<file path="src/verilog/sflt_defs.svh">
// Constants of the starter fault log and test block
`ifndef SFLT_DEFS_SVH
`define SFLT_DEFS_SVH
`define SFLT_LOG_DEPTH 21
`define SFLT_LOG_COUNT 3
`define SFLT_CLK_MHZ 125
`define SFLT_TENTH_MS 100
`define SFLT_TENTH_CYC (`SFLT_TENTH_MS * 1000 * `SFLT_CLK_MHZ)
`define SFLT_TENTHS_PER_S 10
`define SFLT_T(s) ((s) * `SFLT_TENTHS_PER_S)
`define SFLT_LED_TEST_S 2
`define SFLT_HW_MIN_S 2
`define SFLT_HW_MAX_S 5
`define SFLT_HW_RUN_S 2
`define SFLT_KNOB_MIN_S 2
`define SFLT_KNOB_MAX_S 4
`define SFLT_FS_SHOW_S 5
`define SFLT_FLASH_TENTHS 5
`define SFLT_REG_CMD 8'h00
`define SFLT_REG_CFG 8'h04
`define SFLT_REG_STATUS 8'h08
`define SFLT_REG_LOGSEL 8'h0c
`define SFLT_REG_LOGCODE 8'h10
`define SFLT_REG_LOGSTAMP 8'h14
`define SFLT_REG_HOURS 8'h18
`define SFLT_CMD_DEL_TRIP 0
`define SFLT_CMD_DEL_EV 1
`define SFLT_CMD_EMST_ON 2
`define SFLT_CMD_EMST_OFF 3
`define SFLT_CMD_FACTORY 4
`define SFLT_CMD_LOC_RESET 5
`define SFLT_CFG_PVF 0
`define SFLT_CFG_MAN 1
`define SFLT_CFG_BDLY_LSB 8
`define SFLT_CFG_RST 16'h0000
`define SFLT_LOGSEL_IDX_LSB 8
`define SFLT_ST_GF 0
`define SFLT_ST_EMST 1
`define SFLT_ST_STERR 2
`define SFLT_ST_DEVERR 3
`define SFLT_ST_PIERR 4
`define SFLT_ST_TR_DONE 5
`define SFLT_ST_TR_FAIL 6
`define SFLT_ST_FS_DONE 7
`define SFLT_ST_TTRIP 8
`define SFLT_ST_FLT_LSB 16
`endif

</file>
<file path="src/verilog/sflt_pkg.sv">
// Types of the starter fault log and test block
package sflt_pkg;
	typedef enum logic [3:0] {
		TST_PON = 4'b0001,
		TST_IDLE = 4'b0010,
		TST_LED = 4'b0100,
		TST_HW = 4'b1000
	} sflt_tst_t;
	typedef enum logic [2:0] {
		FS_IDLE = 3'b001,
		FS_SEQ = 3'b010,
		FS_SHOW = 3'b100
	} sflt_fs_t;
	typedef logic [39:0] sflt_entry_t;
endpackage : sflt_pkg
</file>
<file path="src/verilog/sflt_core.sv">
// Starter fault logbooks, emergency start, trip reset, self-test and factory reset
//
// Added by the designer: the register addresses and strobed register access.
`timescale 1ns/100ps
`include "sflt_defs.svh"
//
// Contract
// - Each logbook keeps newest 21 entries, oldest overwritten.
// - Three logbooks: trips, events, device errors; stamped with operating time.
// - Trip log records each fault cause; only its delete command clears it.
// - Event log records arrivals (+) and departures (-); own delete command.
// - Device-error log records every device error; never cleared.
// - Emergency start with ON command overrides trip; limit trip reverses direction.
// - Emergency start with brake command switches brake after release delay.
// - Emergency start blocked by OFF, device errors, overload, supplies, blocking, image error.
// - Emergency start set by input action or commands; status shown while active.
// - Trip reset clears faults whose cause is gone; persisting ones stay.
// - Clockwise and counter-clockwise rising together is a remote trip reset.
// - Switched supply return resets trips only with voltage-failure protection off.
// - Input action, local interface, key zero, disconnect 0 to 1 reset trips.
// - Power-on self-test plus continuous monitoring; failure raises self-test error.
// - Test command under 2 s: all LEDs lit 2 s, no message.
// - Test 2 to 5 s: hardware test, LED flashes or flickers by current.
// - Test over 5 s: switching elements off, only in manual mode.
// - Self-test error lights device LED red, trips, clears only at power cycle.
// - Element defect trips; self-test error and defect merge into device error.
// - Factory restore clears motor model, hours, resettable faults; keeps statistics.
// - Factory command accepted only in manual mode with elements off.
// - Knob sequence within 2 to 4 s restores; device LED flashes meanwhile.
// - After restore device LED flickers 5 s; restored message cleared by reset.
// - Clockwise and counter-clockwise both requested sets process image error.
module sflt_core import sflt_pkg::*; #(
	parameter int TENTH_CYC = `SFLT_TENTH_CYC
) (
	input wire logic mclk,
	input wire logic rst,
	input wire logic ce,
	input wire logic [7:0] reg_addr,
	input wire logic [31:0] reg_wdata,
	input wire logic reg_wr,
	input wire logic reg_rd,
	output logic [31:0] reg_rdata,
	input wire logic do_cw,
	input wire logic do_ccw,
	input wire logic off_cmd,
	input wire logic brake_cmd,
	input wire logic in_emst,
	input wire logic in_reset,
	input wire logic [7:0] fault_cause,
	input wire logic [6:0] warn,
	input wire logic limit_trip,
	input wire logic elem_defective,
	input wire logic elem_overload,
	input wire logic blocking_trip,
	input wire logic monitor_fail,
	input wire logic current_flow,
	input wire logic test_cmd,
	input wire logic switched_supply,
	input wire logic electronics_supply,
	input wire logic key_zero,
	input wire logic disconnect_on,
	output logic motor_cw,
	output logic motor_ccw,
	output logic brake_on,
	output logic motor_model_clear,
	output logic device_led_red,
	output logic group_fault_led,
	output logic status_led
);
	logic [3:0] pin_s1, pin_s2, pin_q;
	logic [23:0] tcnt;
	logic tick;
	logic [3:0] sub_s;
	logic [31:0] op_sec;
	logic cw_q, ccw_q, emi_q, test_q;
	logic [15:0] cfg;
	logic [1:0] lsel;
	logic [4:0] lidx;
	logic emst, st_err, pi_err, ttrip, tr_done, tr_fail, fs_msg;
	logic [7:0] flt, ev_q;
	logic [1:0] dv_q;
	sflt_tst_t tst, next_tst;
	logic [7:0] tdur, ttmr, next_ttmr;
	sflt_fs_t fs, next_fs;
	logic [7:0] ftmr, next_ftmr;
	logic fs_knob;
	logic [7:0] bcnt;
	logic [2:0] blc;
	logic flash, flick;
	sflt_entry_t log_mem [0:`SFLT_LOG_COUNT-1][0:`SFLT_LOG_DEPTH-1];
	logic [4:0] wp [0:`SFLT_LOG_COUNT-1];
	logic [4:0] lcnt [0:`SFLT_LOG_COUNT-1];
	logic [15:0] pend [0:`SFLT_LOG_COUNT-1];
	logic [15:0] newv [0:`SFLT_LOG_COUNT-1];
	logic [2:0] lclr;
	logic [31:0] next_rdata;

	// Lowest pending request wins; returns found flag and index
	function automatic logic [4:0] sflt_low(input logic [15:0] v);
		logic [4:0] r;
		r = 5'h00;
		for (int i = 15; i >= 0; i--) begin
			if (v[i]) begin
				r = {1'b1, 4'(i)};
			end
		end
		return r;
	endfunction : sflt_low

	// Pins from outside the clock domain
	wire sup_sw = pin_s2[0];
	wire sup_el = pin_s2[1];
	wire sup_rise = pin_s2[0] & ~pin_q[0];
	wire key_rise = pin_s2[2] & ~pin_q[2];
	wire disc_rise = pin_s2[3] & ~pin_q[3];
	wire disc_fall = ~pin_s2[3] & pin_q[3];

	// Register decode
	wire wr_cmd = reg_wr & (reg_addr == `SFLT_REG_CMD);
	wire wr_cfg = reg_wr & (reg_addr == `SFLT_REG_CFG);
	wire wr_lsel = reg_wr & (reg_addr == `SFLT_REG_LOGSEL);
	wire c_del_trip = wr_cmd & reg_wdata[`SFLT_CMD_DEL_TRIP];
	wire c_del_ev = wr_cmd & reg_wdata[`SFLT_CMD_DEL_EV];
	wire c_emst_on = wr_cmd & reg_wdata[`SFLT_CMD_EMST_ON];
	wire c_emst_off = wr_cmd & reg_wdata[`SFLT_CMD_EMST_OFF];
	wire c_factory = wr_cmd & reg_wdata[`SFLT_CMD_FACTORY];
	wire c_loc_rst = wr_cmd & reg_wdata[`SFLT_CMD_LOC_RESET];
	wire protect_vf = cfg[`SFLT_CFG_PVF];
	wire manual = cfg[`SFLT_CFG_MAN];
	wire [7:0] brake_dly = cfg[`SFLT_CFG_BDLY_LSB+:8];

	// Trip reset sources
	wire both_rise = do_cw & do_ccw & ~cw_q & ~ccw_q;
	wire sup_reset = sup_rise & ~protect_vf;
	wire tr = both_rise | sup_reset | in_reset | c_loc_rst | key_rise | disc_rise;
	wire next_pi_err = do_cw & do_ccw & ~both_rise;

	// Factory restore request
	wire elems_off = ~motor_cw & ~motor_ccw;
	wire fs_cmd_ok = c_factory & manual & elems_off;
	wire fs_do = fs_cmd_ok | fs_knob;
	wire tr_any = tr | fs_do;
	wire [7:0] next_flt = fault_cause | (flt & ~{8{tr_any}});

	// Emergency start
	wire emi_rise = in_emst & ~emi_q;
	wire emi_fall = ~in_emst & emi_q;
	wire dev_err = st_err | elem_defective;
	wire blocked = off_cmd | dev_err | elem_overload | ~sup_sw | ~sup_el
		| blocking_trip | pi_err;
	wire group_fault = (|flt) | st_err | ttrip | elem_defective;
	wire allow = ~group_fault | (emst & ~blocked);
	wire swap = emst & limit_trip & group_fault;
	wire run_ok = allow & ~off_cmd & ~pi_err & ~ttrip & ~st_err;
	wire next_cw = run_ok & (swap ? do_ccw : do_cw) & ~(do_cw & do_ccw);
	wire next_ccw = run_ok & (swap ? do_cw : do_ccw) & ~(do_cw & do_ccw);
	wire brake_req = allow & brake_cmd & ~off_cmd & ~st_err;

	// Self-test step selection on release
	wire test_fall = test_q & ~test_cmd;
	wire t_short = tdur < 8'(`SFLT_T(`SFLT_HW_MIN_S));
	wire t_long = tdur > 8'(`SFLT_T(`SFLT_HW_MAX_S));
	wire ttrip_set = (tst == TST_IDLE) & test_fall & t_long & manual;

	// Logbook sources
	wire [7:0] ev_vec = {emst, warn};
	wire [1:0] dv_vec = {elem_defective, monitor_fail};
	always_comb begin
		newv[0] = {8'h00, fault_cause & ~flt};
		newv[1] = {ev_q & ~ev_vec, ev_vec & ~ev_q};
		newv[2] = {14'h0000, dv_vec & ~dv_q};
		lclr = {1'b0, c_del_ev, c_del_trip};
	end

	always_ff @(posedge mclk) begin
		if (rst) begin
			pin_s1 <= 4'h0;
			pin_s2 <= 4'h0;
			pin_q <= 4'h0;
		end else if (ce) begin
			pin_s1 <= {disconnect_on, key_zero, electronics_supply, switched_supply};
			pin_s2 <= pin_s1;
			pin_q <= pin_s2;
		end
	end

	// Tenth-second base and operating time in seconds
	always_ff @(posedge mclk) begin
		if (rst) begin
			tcnt <= 24'h00_0000;
			tick <= 1'b0;
			sub_s <= 4'h0;
			op_sec <= 32'h0000_0000;
		end else if (ce) begin
			tick <= (tcnt == 24'(TENTH_CYC - 1));
			tcnt <= (tcnt == 24'(TENTH_CYC - 1)) ? 24'h00_0000 : tcnt + 24'h00_0001;
			if (fs_do) begin
				sub_s <= 4'h0;
				op_sec <= 32'h0000_0000;
			end else if (tick) begin
				sub_s <= (sub_s == 4'(`SFLT_TENTHS_PER_S - 1)) ? 4'h0 : sub_s + 4'h1;
				if (sub_s == 4'(`SFLT_TENTHS_PER_S - 1)) begin
					op_sec <= op_sec + 32'h0000_0001;
				end
			end
		end
	end

	always_ff @(posedge mclk) begin
		if (rst) begin
			cfg <= `SFLT_CFG_RST;
			lsel <= 2'h0;
			lidx <= 5'h00;
		end else if (ce) begin
			if (wr_cfg) begin
				cfg <= reg_wdata[15:0];
			end
			if (wr_lsel) begin
				lsel <= (reg_wdata[1:0] == 2'h3) ? 2'h2 : reg_wdata[1:0];
				lidx <= reg_wdata[`SFLT_LOGSEL_IDX_LSB+:5];
			end
		end
	end

	// Fault and message state; every set wins over a clear in the same cycle
	always_ff @(posedge mclk) begin
		if (rst) begin
			cw_q <= 1'b0;
			ccw_q <= 1'b0;
			emi_q <= 1'b0;
			test_q <= 1'b0;
			ev_q <= 8'h00;
			dv_q <= 2'h0;
			flt <= 8'h00;
			emst <= 1'b0;
			st_err <= 1'b0;
			pi_err <= 1'b0;
			ttrip <= 1'b0;
			tr_done <= 1'b0;
			tr_fail <= 1'b0;
			fs_msg <= 1'b0;
		end else if (ce) begin
			cw_q <= do_cw;
			ccw_q <= do_ccw;
			emi_q <= in_emst;
			test_q <= test_cmd;
			ev_q <= ev_vec;
			dv_q <= dv_vec;
			flt <= next_flt;
			pi_err <= next_pi_err;
			if (c_emst_on | emi_rise) begin
				emst <= 1'b1;
			end else if (c_emst_off | emi_fall) begin
				emst <= 1'b0;
			end
			st_err <= st_err | monitor_fail;
			ttrip <= ttrip_set | (ttrip & ~tr_any);
			if (tr) begin
				tr_fail <= |(flt & fault_cause);
				tr_done <= ~|(flt & fault_cause);
			end
			fs_msg <= fs_do | (fs_msg & ~tr);
		end
	end

	// Logbooks: circular store per book
	for (genvar g = 0; g < `SFLT_LOG_COUNT; g++) begin : g_log
		wire [4:0] sel = sflt_low(pend[g]);
		wire [15:0] served = sel[4] ? (16'h0001 << sel[3:0]) : 16'h0000;
		wire [7:0] code = {sel[3], 4'h0, sel[2:0]};
		always_ff @(posedge mclk) begin
			if (rst) begin
				pend[g] <= 16'h0000;
				wp[g] <= 5'h00;
				lcnt[g] <= 5'h00;
			end else if (ce) begin
				pend[g] <= (pend[g] & ~(lclr[g] ? 16'h0000 : served)) | newv[g];
				if (lclr[g]) begin
					wp[g] <= 5'h00;
					lcnt[g] <= 5'h00;
				end else if (sel[4]) begin
					wp[g] <= (wp[g] == 5'(`SFLT_LOG_DEPTH - 1)) ? 5'h00 : wp[g] + 5'h01;
					if (lcnt[g] != 5'(`SFLT_LOG_DEPTH)) begin
						lcnt[g] <= lcnt[g] + 5'h01;
					end
				end
			end
		end
		always_ff @(posedge mclk) begin
			if (ce && sel[4] && !lclr[g]) begin
				log_mem[g][wp[g]] <= {code, op_sec};
			end
		end
	end

	// Index 0 is the newest entry
	wire [5:0] ra_t = {1'b0, wp[lsel]} + 6'(`SFLT_LOG_DEPTH - 1) - {1'b0, lidx};
	wire [4:0] ra = (ra_t >= 6'(`SFLT_LOG_DEPTH)) ? 5'(ra_t - 6'(`SFLT_LOG_DEPTH)) : ra_t[4:0];
	wire ent_ok = lidx < lcnt[lsel];
	wire [39:0] ent = ent_ok ? log_mem[lsel][ra] : 40'h00_0000_0000;
	wire [31:0] status = {8'h00, flt, 7'h00, ttrip, fs_msg, tr_fail, tr_done, pi_err,
		dev_err, st_err, emst, group_fault};

	always_comb begin
		next_rdata = 32'h0000_0000;
		if (!reg_rd) begin
			next_rdata = 32'h0000_0000;
		end else if (reg_addr == `SFLT_REG_CFG) begin
			next_rdata = {16'h0000, cfg};
		end else if (reg_addr == `SFLT_REG_STATUS) begin
			next_rdata = status;
		end else if (reg_addr == `SFLT_REG_LOGSEL) begin
			next_rdata = {19'h0_0000, lidx, 6'h00, lsel};
		end else if (reg_addr == `SFLT_REG_LOGCODE) begin
			next_rdata = {19'h0_0000, lcnt[lsel], ent[39:32]};
		end else if (reg_addr == `SFLT_REG_LOGSTAMP) begin
			next_rdata = ent[31:0];
		end else if (reg_addr == `SFLT_REG_HOURS) begin
			next_rdata = op_sec;
		end
	end

	// Self-test sequencer
	always_comb begin
		next_tst = tst;
		next_ttmr = tick ? ttmr + 8'h01 : ttmr;
		case (tst)
			TST_PON: begin
				if (tick) begin
					next_tst = TST_IDLE;
				end
			end
			TST_IDLE: begin
				next_ttmr = 8'h00;
				if (test_fall && t_short) begin
					next_tst = TST_LED;
				end else if (test_fall && !t_long) begin
					next_tst = TST_HW;
				end
			end
			TST_LED: begin
				if (ttmr >= 8'(`SFLT_T(`SFLT_LED_TEST_S))) begin
					next_tst = TST_IDLE;
				end
			end
			TST_HW: begin
				if (ttmr >= 8'(`SFLT_T(`SFLT_HW_RUN_S))) begin
					next_tst = TST_IDLE;
				end
			end
			default: begin
				next_tst = TST_IDLE;
			end
		endcase
	end

	// Knob sequence for factory restore
	always_comb begin
		next_fs = fs;
		next_ftmr = tick ? ftmr + 8'h01 : ftmr;
		fs_knob = 1'b0;
		case (fs)
			FS_IDLE: begin
				next_ftmr = 8'h00;
				if (disc_rise) begin
					next_fs = FS_SEQ;
				end
			end
			FS_SEQ: begin
				if (disc_fall) begin
					next_ftmr = 8'h00;
					fs_knob = (ftmr >= 8'(`SFLT_T(`SFLT_KNOB_MIN_S)));
					next_fs = fs_knob ? FS_SHOW : FS_IDLE;
				end else if (ftmr > 8'(`SFLT_T(`SFLT_KNOB_MAX_S))) begin
					next_fs = FS_IDLE;
				end
			end
			FS_SHOW: begin
				if (ftmr >= 8'(`SFLT_T(`SFLT_FS_SHOW_S))) begin
					next_fs = FS_IDLE;
				end
			end
			default: begin
				next_fs = FS_IDLE;
			end
		endcase
		if (fs_cmd_ok && fs != FS_SEQ) begin
			next_fs = FS_SHOW;
			next_ftmr = 8'h00;
		end
	end

	always_ff @(posedge mclk) begin
		if (rst) begin
			tst <= TST_PON;
			ttmr <= 8'h00;
			tdur <= 8'h00;
			fs <= FS_IDLE;
			ftmr <= 8'h00;
		end else if (ce) begin
			tst <= next_tst;
			ttmr <= next_ttmr;
			// Saturates so a very long press still reads as over the top limit
			tdur <= !test_cmd ? 8'h00 : (tick && tdur != 8'hff) ? tdur + 8'h01 : tdur;
			fs <= next_fs;
			ftmr <= next_ftmr;
		end
	end

	// LED blink bases: flicker toggles every tenth, flash every half second
	always_ff @(posedge mclk) begin
		if (rst) begin
			blc <= 3'h0;
			flash <= 1'b0;
			flick <= 1'b0;
		end else if (ce && tick) begin
			flick <= ~flick;
			blc <= (blc == 3'(`SFLT_FLASH_TENTHS - 1)) ? 3'h0 : blc + 3'h1;
			if (blc == 3'(`SFLT_FLASH_TENTHS - 1)) begin
				flash <= ~flash;
			end
		end
	end

	wire led_all = (tst == TST_LED);
	wire next_dev_led = (fs == FS_SEQ) ? flash :
		(fs == FS_SHOW) ? flick :
		st_err ? 1'b1 :
		led_all ? 1'b1 :
		(tst == TST_HW) ? (current_flow ? flash : flick) :
		elem_defective;
	wire fs_quiet = (fs != FS_IDLE);
	wire next_gf_led = ~fs_quiet & (led_all | group_fault);
	wire next_stat_led = ~fs_quiet & (led_all | ~group_fault);

	// Brake release delay counted in tenths
	always_ff @(posedge mclk) begin
		if (rst) begin
			bcnt <= 8'h00;
		end else if (ce) begin
			bcnt <= !brake_req ? 8'h00 : (tick && bcnt != 8'hff) ? bcnt + 8'h01 : bcnt;
		end
	end

	always_ff @(posedge mclk) begin
		if (rst) begin
			reg_rdata <= 32'h0000_0000;
			motor_cw <= 1'b0;
			motor_ccw <= 1'b0;
			brake_on <= 1'b0;
			motor_model_clear <= 1'b0;
			device_led_red <= 1'b0;
			group_fault_led <= 1'b0;
			status_led <= 1'b0;
		end else if (ce) begin
			reg_rdata <= next_rdata;
			motor_cw <= next_cw;
			motor_ccw <= next_ccw;
			brake_on <= brake_req & (bcnt >= brake_dly);
			motor_model_clear <= fs_do;
			device_led_red <= next_dev_led;
			group_fault_led <= next_gf_led;
			status_led <= next_stat_led;
		end
	end
endmodule : sflt_core

</file>
<file path="config.mk">
export PLATFORM = sky130hd
export DESIGN_NAME = sflt_core
export DESIGN_NICKNAME = d
export VERILOG_FILES = /design/src/verilog/sflt_pkg.sv /design/src/verilog/sflt_core.sv
export VERILOG_INCLUDE_DIRS = /design/src /design/src/verilog
export SDC_FILE = /design/constraint.sdc
export NUM_CORES = 2
export LEC_CHECK = 0
export ABC_AREA = 1
export BUFFER_PORTS_ARGS = -buffer_cell sky130_fd_sc_hd__buf_4
export CAP_MARGIN = 0
export CORE_ASPECT_RATIO = 1.2
export CORE_MARGIN = 3
export CORE_UTILIZATION = 65
export DETAILED_ROUTE_END_ITERATION = 12
export PLACE_DENSITY = 0.82
export SYNTH_ARGS = -nofsm -noshare
export SYNTH_HDL_FRONTEND = slang
export SYNTH_SLANG_ARGS = --single-unit
export TNS_END_PERCENT = 1
</file>
<file path="constraint.sdc">
create_clock -name mclk -period 6.22 [get_ports mclk]
set_input_delay 1.244 -clock mclk [delete_from_list [all_inputs] [get_ports mclk]]
set_output_delay 1.244 -clock mclk [all_outputs]
set_load 0.01 [all_outputs]
</file>
==> summary by stage <==
Run status
The flow ran to the end, but the final reports show violations. The final reports fail on design-rule violations.

Flow run
The tool flagged a number of max-cap violations equal to 0.

STA
The fraction of the cycle the final worst path needs is 90.8%. The clock arrives with a little over 0.03 ns of skew. Across all hold checks on the routed design, the worst slack comes to 0.427 ns.

Setup violations remaining at the end of the flow were counted as 0. The total negative slack for setup checks is 0 ns. The maximum clock rate is between 150 and 200 MHz. The count of final max-slew check failures is 0. The worst path meets setup with between 0.5 and 0.6 ns of slack. The slew at the pin closest to its max-slew limit is between 1 and 1.5 ns. Setup repair after global routing left no endpoint under its margin. The final critical-path required period is ~5.7 ns. The worst pin sits at a relative slew slack of 10.2%. The number of hold violations in the final report is 0.

Power
Overall power consumption after layout is estimated at between 30 and 40 mW. The sequential fraction of design power is 48.9%. IR analysis of the VDD net gives a maximum drop of 317 uV. The total power per unit cell area is 334 nW/um^2. For this design the static power due to leakage is 41.2 nW.

The internal power is 27.9 mW. Of the total power, combinational logic draws 15.5%. Net switching is ~28% of the power. Per report_power, the clock group accounts for 35.6% of the total.

In this run the power spent charging and discharging nets is ~11 mW.

Detailed routing
The number of DRC markers after the initial detailed-route iteration is about 12000. After detailed routing, the average wire length per cell comes to 26.7 microns. The routed via count divided by cell count is 6.61. Summing over every cut layer, the via total after detailed routing is roughly 76000. The pre-antenna-repair detailed-routing pass consisted of 11 iterations. The number of nets with antenna violations after detailed routing is 0. After detailed routing, the total wire length is between 300000 and 400000 microns. The number of remaining DRC errors is 2.

Global route
Entering global routing, the biggest net connects between 200 and 250 pins. The leftover overflow at the end of global routing is 0. The number of antenna violations at the first check in global routing is 7. The number of global-route vias before repair is 73800. The wire length of the first global-routing pass is 449000 microns. For this run, the total global-route usage over all layers was measured as a little over a third.

Worst hold path
The destination of the worst hold path is op_sec[21]. The classification of the worst-slack hold path is reg -> reg. The number of cells traversed by the worst hold path is 1. The worst hold path begins at op_sec[21].

Critical path
For this run, the slowest stage of the critical path takes around 0.64 ns. The signal arrival time at the worst endpoint is 6.48 ns. Of all nets on the critical path, the largest fanout is 65. The critical path is of the reg -> reg type. The setup slack of the most critical reg-to-reg path is ~0.57 ns. The critical path runs through a total of 25 cells. The critical path contains buffers and inverters numbering 3 combined. STA puts the critical path data required time at 7.05 ns. In this run the critical register-to-register path is captured at reg_rdata[22].

The most numerous cell type found on the critical path is nand2_1. The cell family with the largest share of critical-path delay is simple AND/OR/NAND/NOR gates. Measured in cells, the most critical reg-to-reg path has a length of 25. The category of the worst setup path capture point is a register. The kind of start point of the critical path is a register. The cell type of the slowest stage on the worst timing path is fa_1.

Finish
The final instance area is 116000 sq um. Leaving out filler cells and counting taps, the final layout contains 11500. The filler cells instantiated in the layout total 10000.

The final design utilization is ~72%. The net total in the final layout is 9325. Cells with a size suffix above 1 make up ~8.5% of the layout. The growth of design area from synthesis to finish is 10.2%.

Floorplanning
The number of cell rows is 161. The die outline area is between 150000 and 200000 sq um. During I/O placement, the number of pins put on the boundary was ~120. Measured along the x axis, the die boundary spans 374 microns. The die is ~450 microns tall. After floorplanning, the core was sized to cover 161000 sq um. The effective utilization at floorplan is 65.6%.

Synth
The number of synthesized register bits is 2555. For this run, the leading register cell type out of synthesis is edfxtp_1. When the netlist entered floorplanning its net count stood at 9335. The biggest area contributor in the post-synthesis netlist is edfxtp_1. The fraction of registers with async set or reset after synthesis is 0%.

Ranked by instance count, the synthesized netlist is headed by edfxtp_1, nand2_1, nand3_1. The synthesized instance count is 9204. Sequential cells were found to cover 70.8% of the synthesized design area. The synthesized netlist occupies a cell area of between 100000 and 150000 sq um. edfxtp_1 is the most common cell in the netlist. The number of distinct library cells after synthesis is 62. The synthesized design contains 2346 enable-type register cells.

Yosys printed 0 warnings. After synthesis, the cell types taking the most area are edfxtp_1, nand2_1, nand3_1. The mean post-synth cell area is 11.5 sq um. Summed over its instances, the top area cell type makes up between 60% and 70% of the synthesized netlist area.

Placed design
Prior to clock tree synthesis, the placed netlist has a worst setup slack of 0.872 ns. At the end of routability-driven placement, the weighted congestion stood at 0.964. Detailed placement ended at an HPWL of 174000 microns. In this run the cell area measured after placement is 109000 sq um. The count of placed standard cells including taps is about 11000. In this run the tool buffered the top-level ports with 99 buffer cells.

Clocking
The CTS tree is done. The number of sinks on the clock net is 2555. The number of gates resized after CTS was 0.

The later-pin clock latency in the skew report is 0.89 ns. The buffer levels on the longest clock path is 3. After clock tree synthesis, the setup repair step added 0 buffers.

In this run the clock root is driven by a clkbuf_16. The number of buffers created by CTS is 222. In this run the number of H-tree levels came out at 4. After clock tree synthesis, the flow added hold-fix buffers numbering 0.

The clock-pin slew reported for the worst setup and hold paths after clock tree synthesis is 0.06 ns.
-- power groups by stage --
| stage | sequential, mW | combinational [mW] | clock (mW) |
|---|---|---|---|
| 6_report | 19.0 | 6.02 | 13.8 |
| 5_1_grt | 19.0 | 6.19 | 14.4 |
| 4_1_cts | 19.0 | 5.71 | 13.8 |
| 3_5_place_dp | 19.4 | 5.65 | 0 |
| 3_3_place_gp | 19.3 | 5.53 | 0 |
| 2_1_floorplan | 19.3 | 3.26 | 0 |
-- state kept, by name, summed over array words and instances, names as in the netlist, 5 cells and up, named ones only --
name and cells:
bcnt 8, cfg 16, ev_q 8, flt 8, ftmr 8, lcnt 15, lidx 5, log_mem 2268
op_sec 32, pend 48, reg_rdata 32, tcnt 24, tdur 8, ttmr 8, wp 15
-- worst max path at each step --
stage | startpoint | end | slack, ns
2_1_floorplan | register | reg_rdata[10] | 1.97
3_3_place_gp | register | reg_rdata[11] | 0.92
3_5_place_dp | register | reg_rdata[11] | 0.87
4_1_cts | register | reg_rdata[11] | 0.85
5_1_grt | register | reg_rdata[11] | 0.49
6_report | register | reg_rdata[22] | 0.57
-- cells by family (layout without fill, tap and decap cells) --
family | count (synthesis) | in the layout | synth area share (%)
flip-flops | 2555 | 2555 | 70.8
other | 0 | 5 | 0
XOR/XNOR | 23 | 23 | 0.209
buffers and inverters | 911 | 1084 | 3.69
AO/OA/AOI/OAI | 1648 | 1648 | 8.91
adder cells (fa/ha/maj) | 54 | 54 | 0.648
AND/OR/NAND/NOR | 4013 | 4013 | 15.8
-- metal layers --
layer	routed length, microns	part of all wire (%)	vias up	GRT usage [%]
li1	-	-	32800	-
met4	24800	8.1	2	25.6
met1	99400	32	36000	44.0
met3	40400	13	1313	8.62
met2	142000	46	5920	57.5
met5	16	0.0052	-	0
-- placed cells by master (no fill, tap or decap), types with 42 or more instances in the layout --
cell type | netlist | layout
o211ai_1 | 164 | 164
o21ai_0 | 610 | 610
nor2_1 | 666 | 599
clkbuf_1 | 287 | 42
edfxtp_1 | 2346 | 2346
nand3_1 | 865 | 865
a31oi_1 | 381 | 381
dfxtp_1 | 209 | 176
buf_4 | 35 | 274
inv_1 | 350 | 348
nor3_1 | 64 | 62
clkbuf_16 | 0 | 225
nor2_4 | 1 | 65
nand2_1 | 2318 | 2317
clkinv_1 | 4 | 43
a21oi_1 | 354 | 351
ha_1 | 53 | 53
clkinv_2 | 0 | 49
-- worst reg2reg max path, stage by stage, from the launching register on --
cell	delay, ns
dfxtp_1	0.36
inv_8	0.27
o21ai_0	0.17
a21oi_1	0.18
a21oi_1	0.07
ha_1	0.29
ha_1	0.25
fa_1	0.64
nand2_1	0.09
nand2_2	0.09
nand3_4	0.15
nand2_8	0.14
nand2_8	0.17
nand2_8	0.29
buf_12	0.39
buf_12	0.39
a21oi_1	0.15
o21ai_0	0.16
nand3_1	0.20
nand3_1	0.30
nand3_1	0.26
nand2_1	0.12
nand2_1	0.21
nand2_1	0.13
nand2_1	0.05
nand2_1	0.07
-- layout make-up --
cell class / count / area, sq um / share of cell area (%)
repair buffers: 313 / 2840 / 2.44
well taps: 2119 / 2650 / 2.28
clock buffers: 277 / 5930 / 5.10
flip-flops and latches: 2555 / 74700 / 64.2
clock inverters: 130 / 1260 / 1.09
multi-input cells: 5738 / 27500 / 23.7
diodes: 5 / 12.5 / 0.0108
inverters: 364 / 1390 / 1.19
No activity file was read; power rests on OpenSTA's default activity.
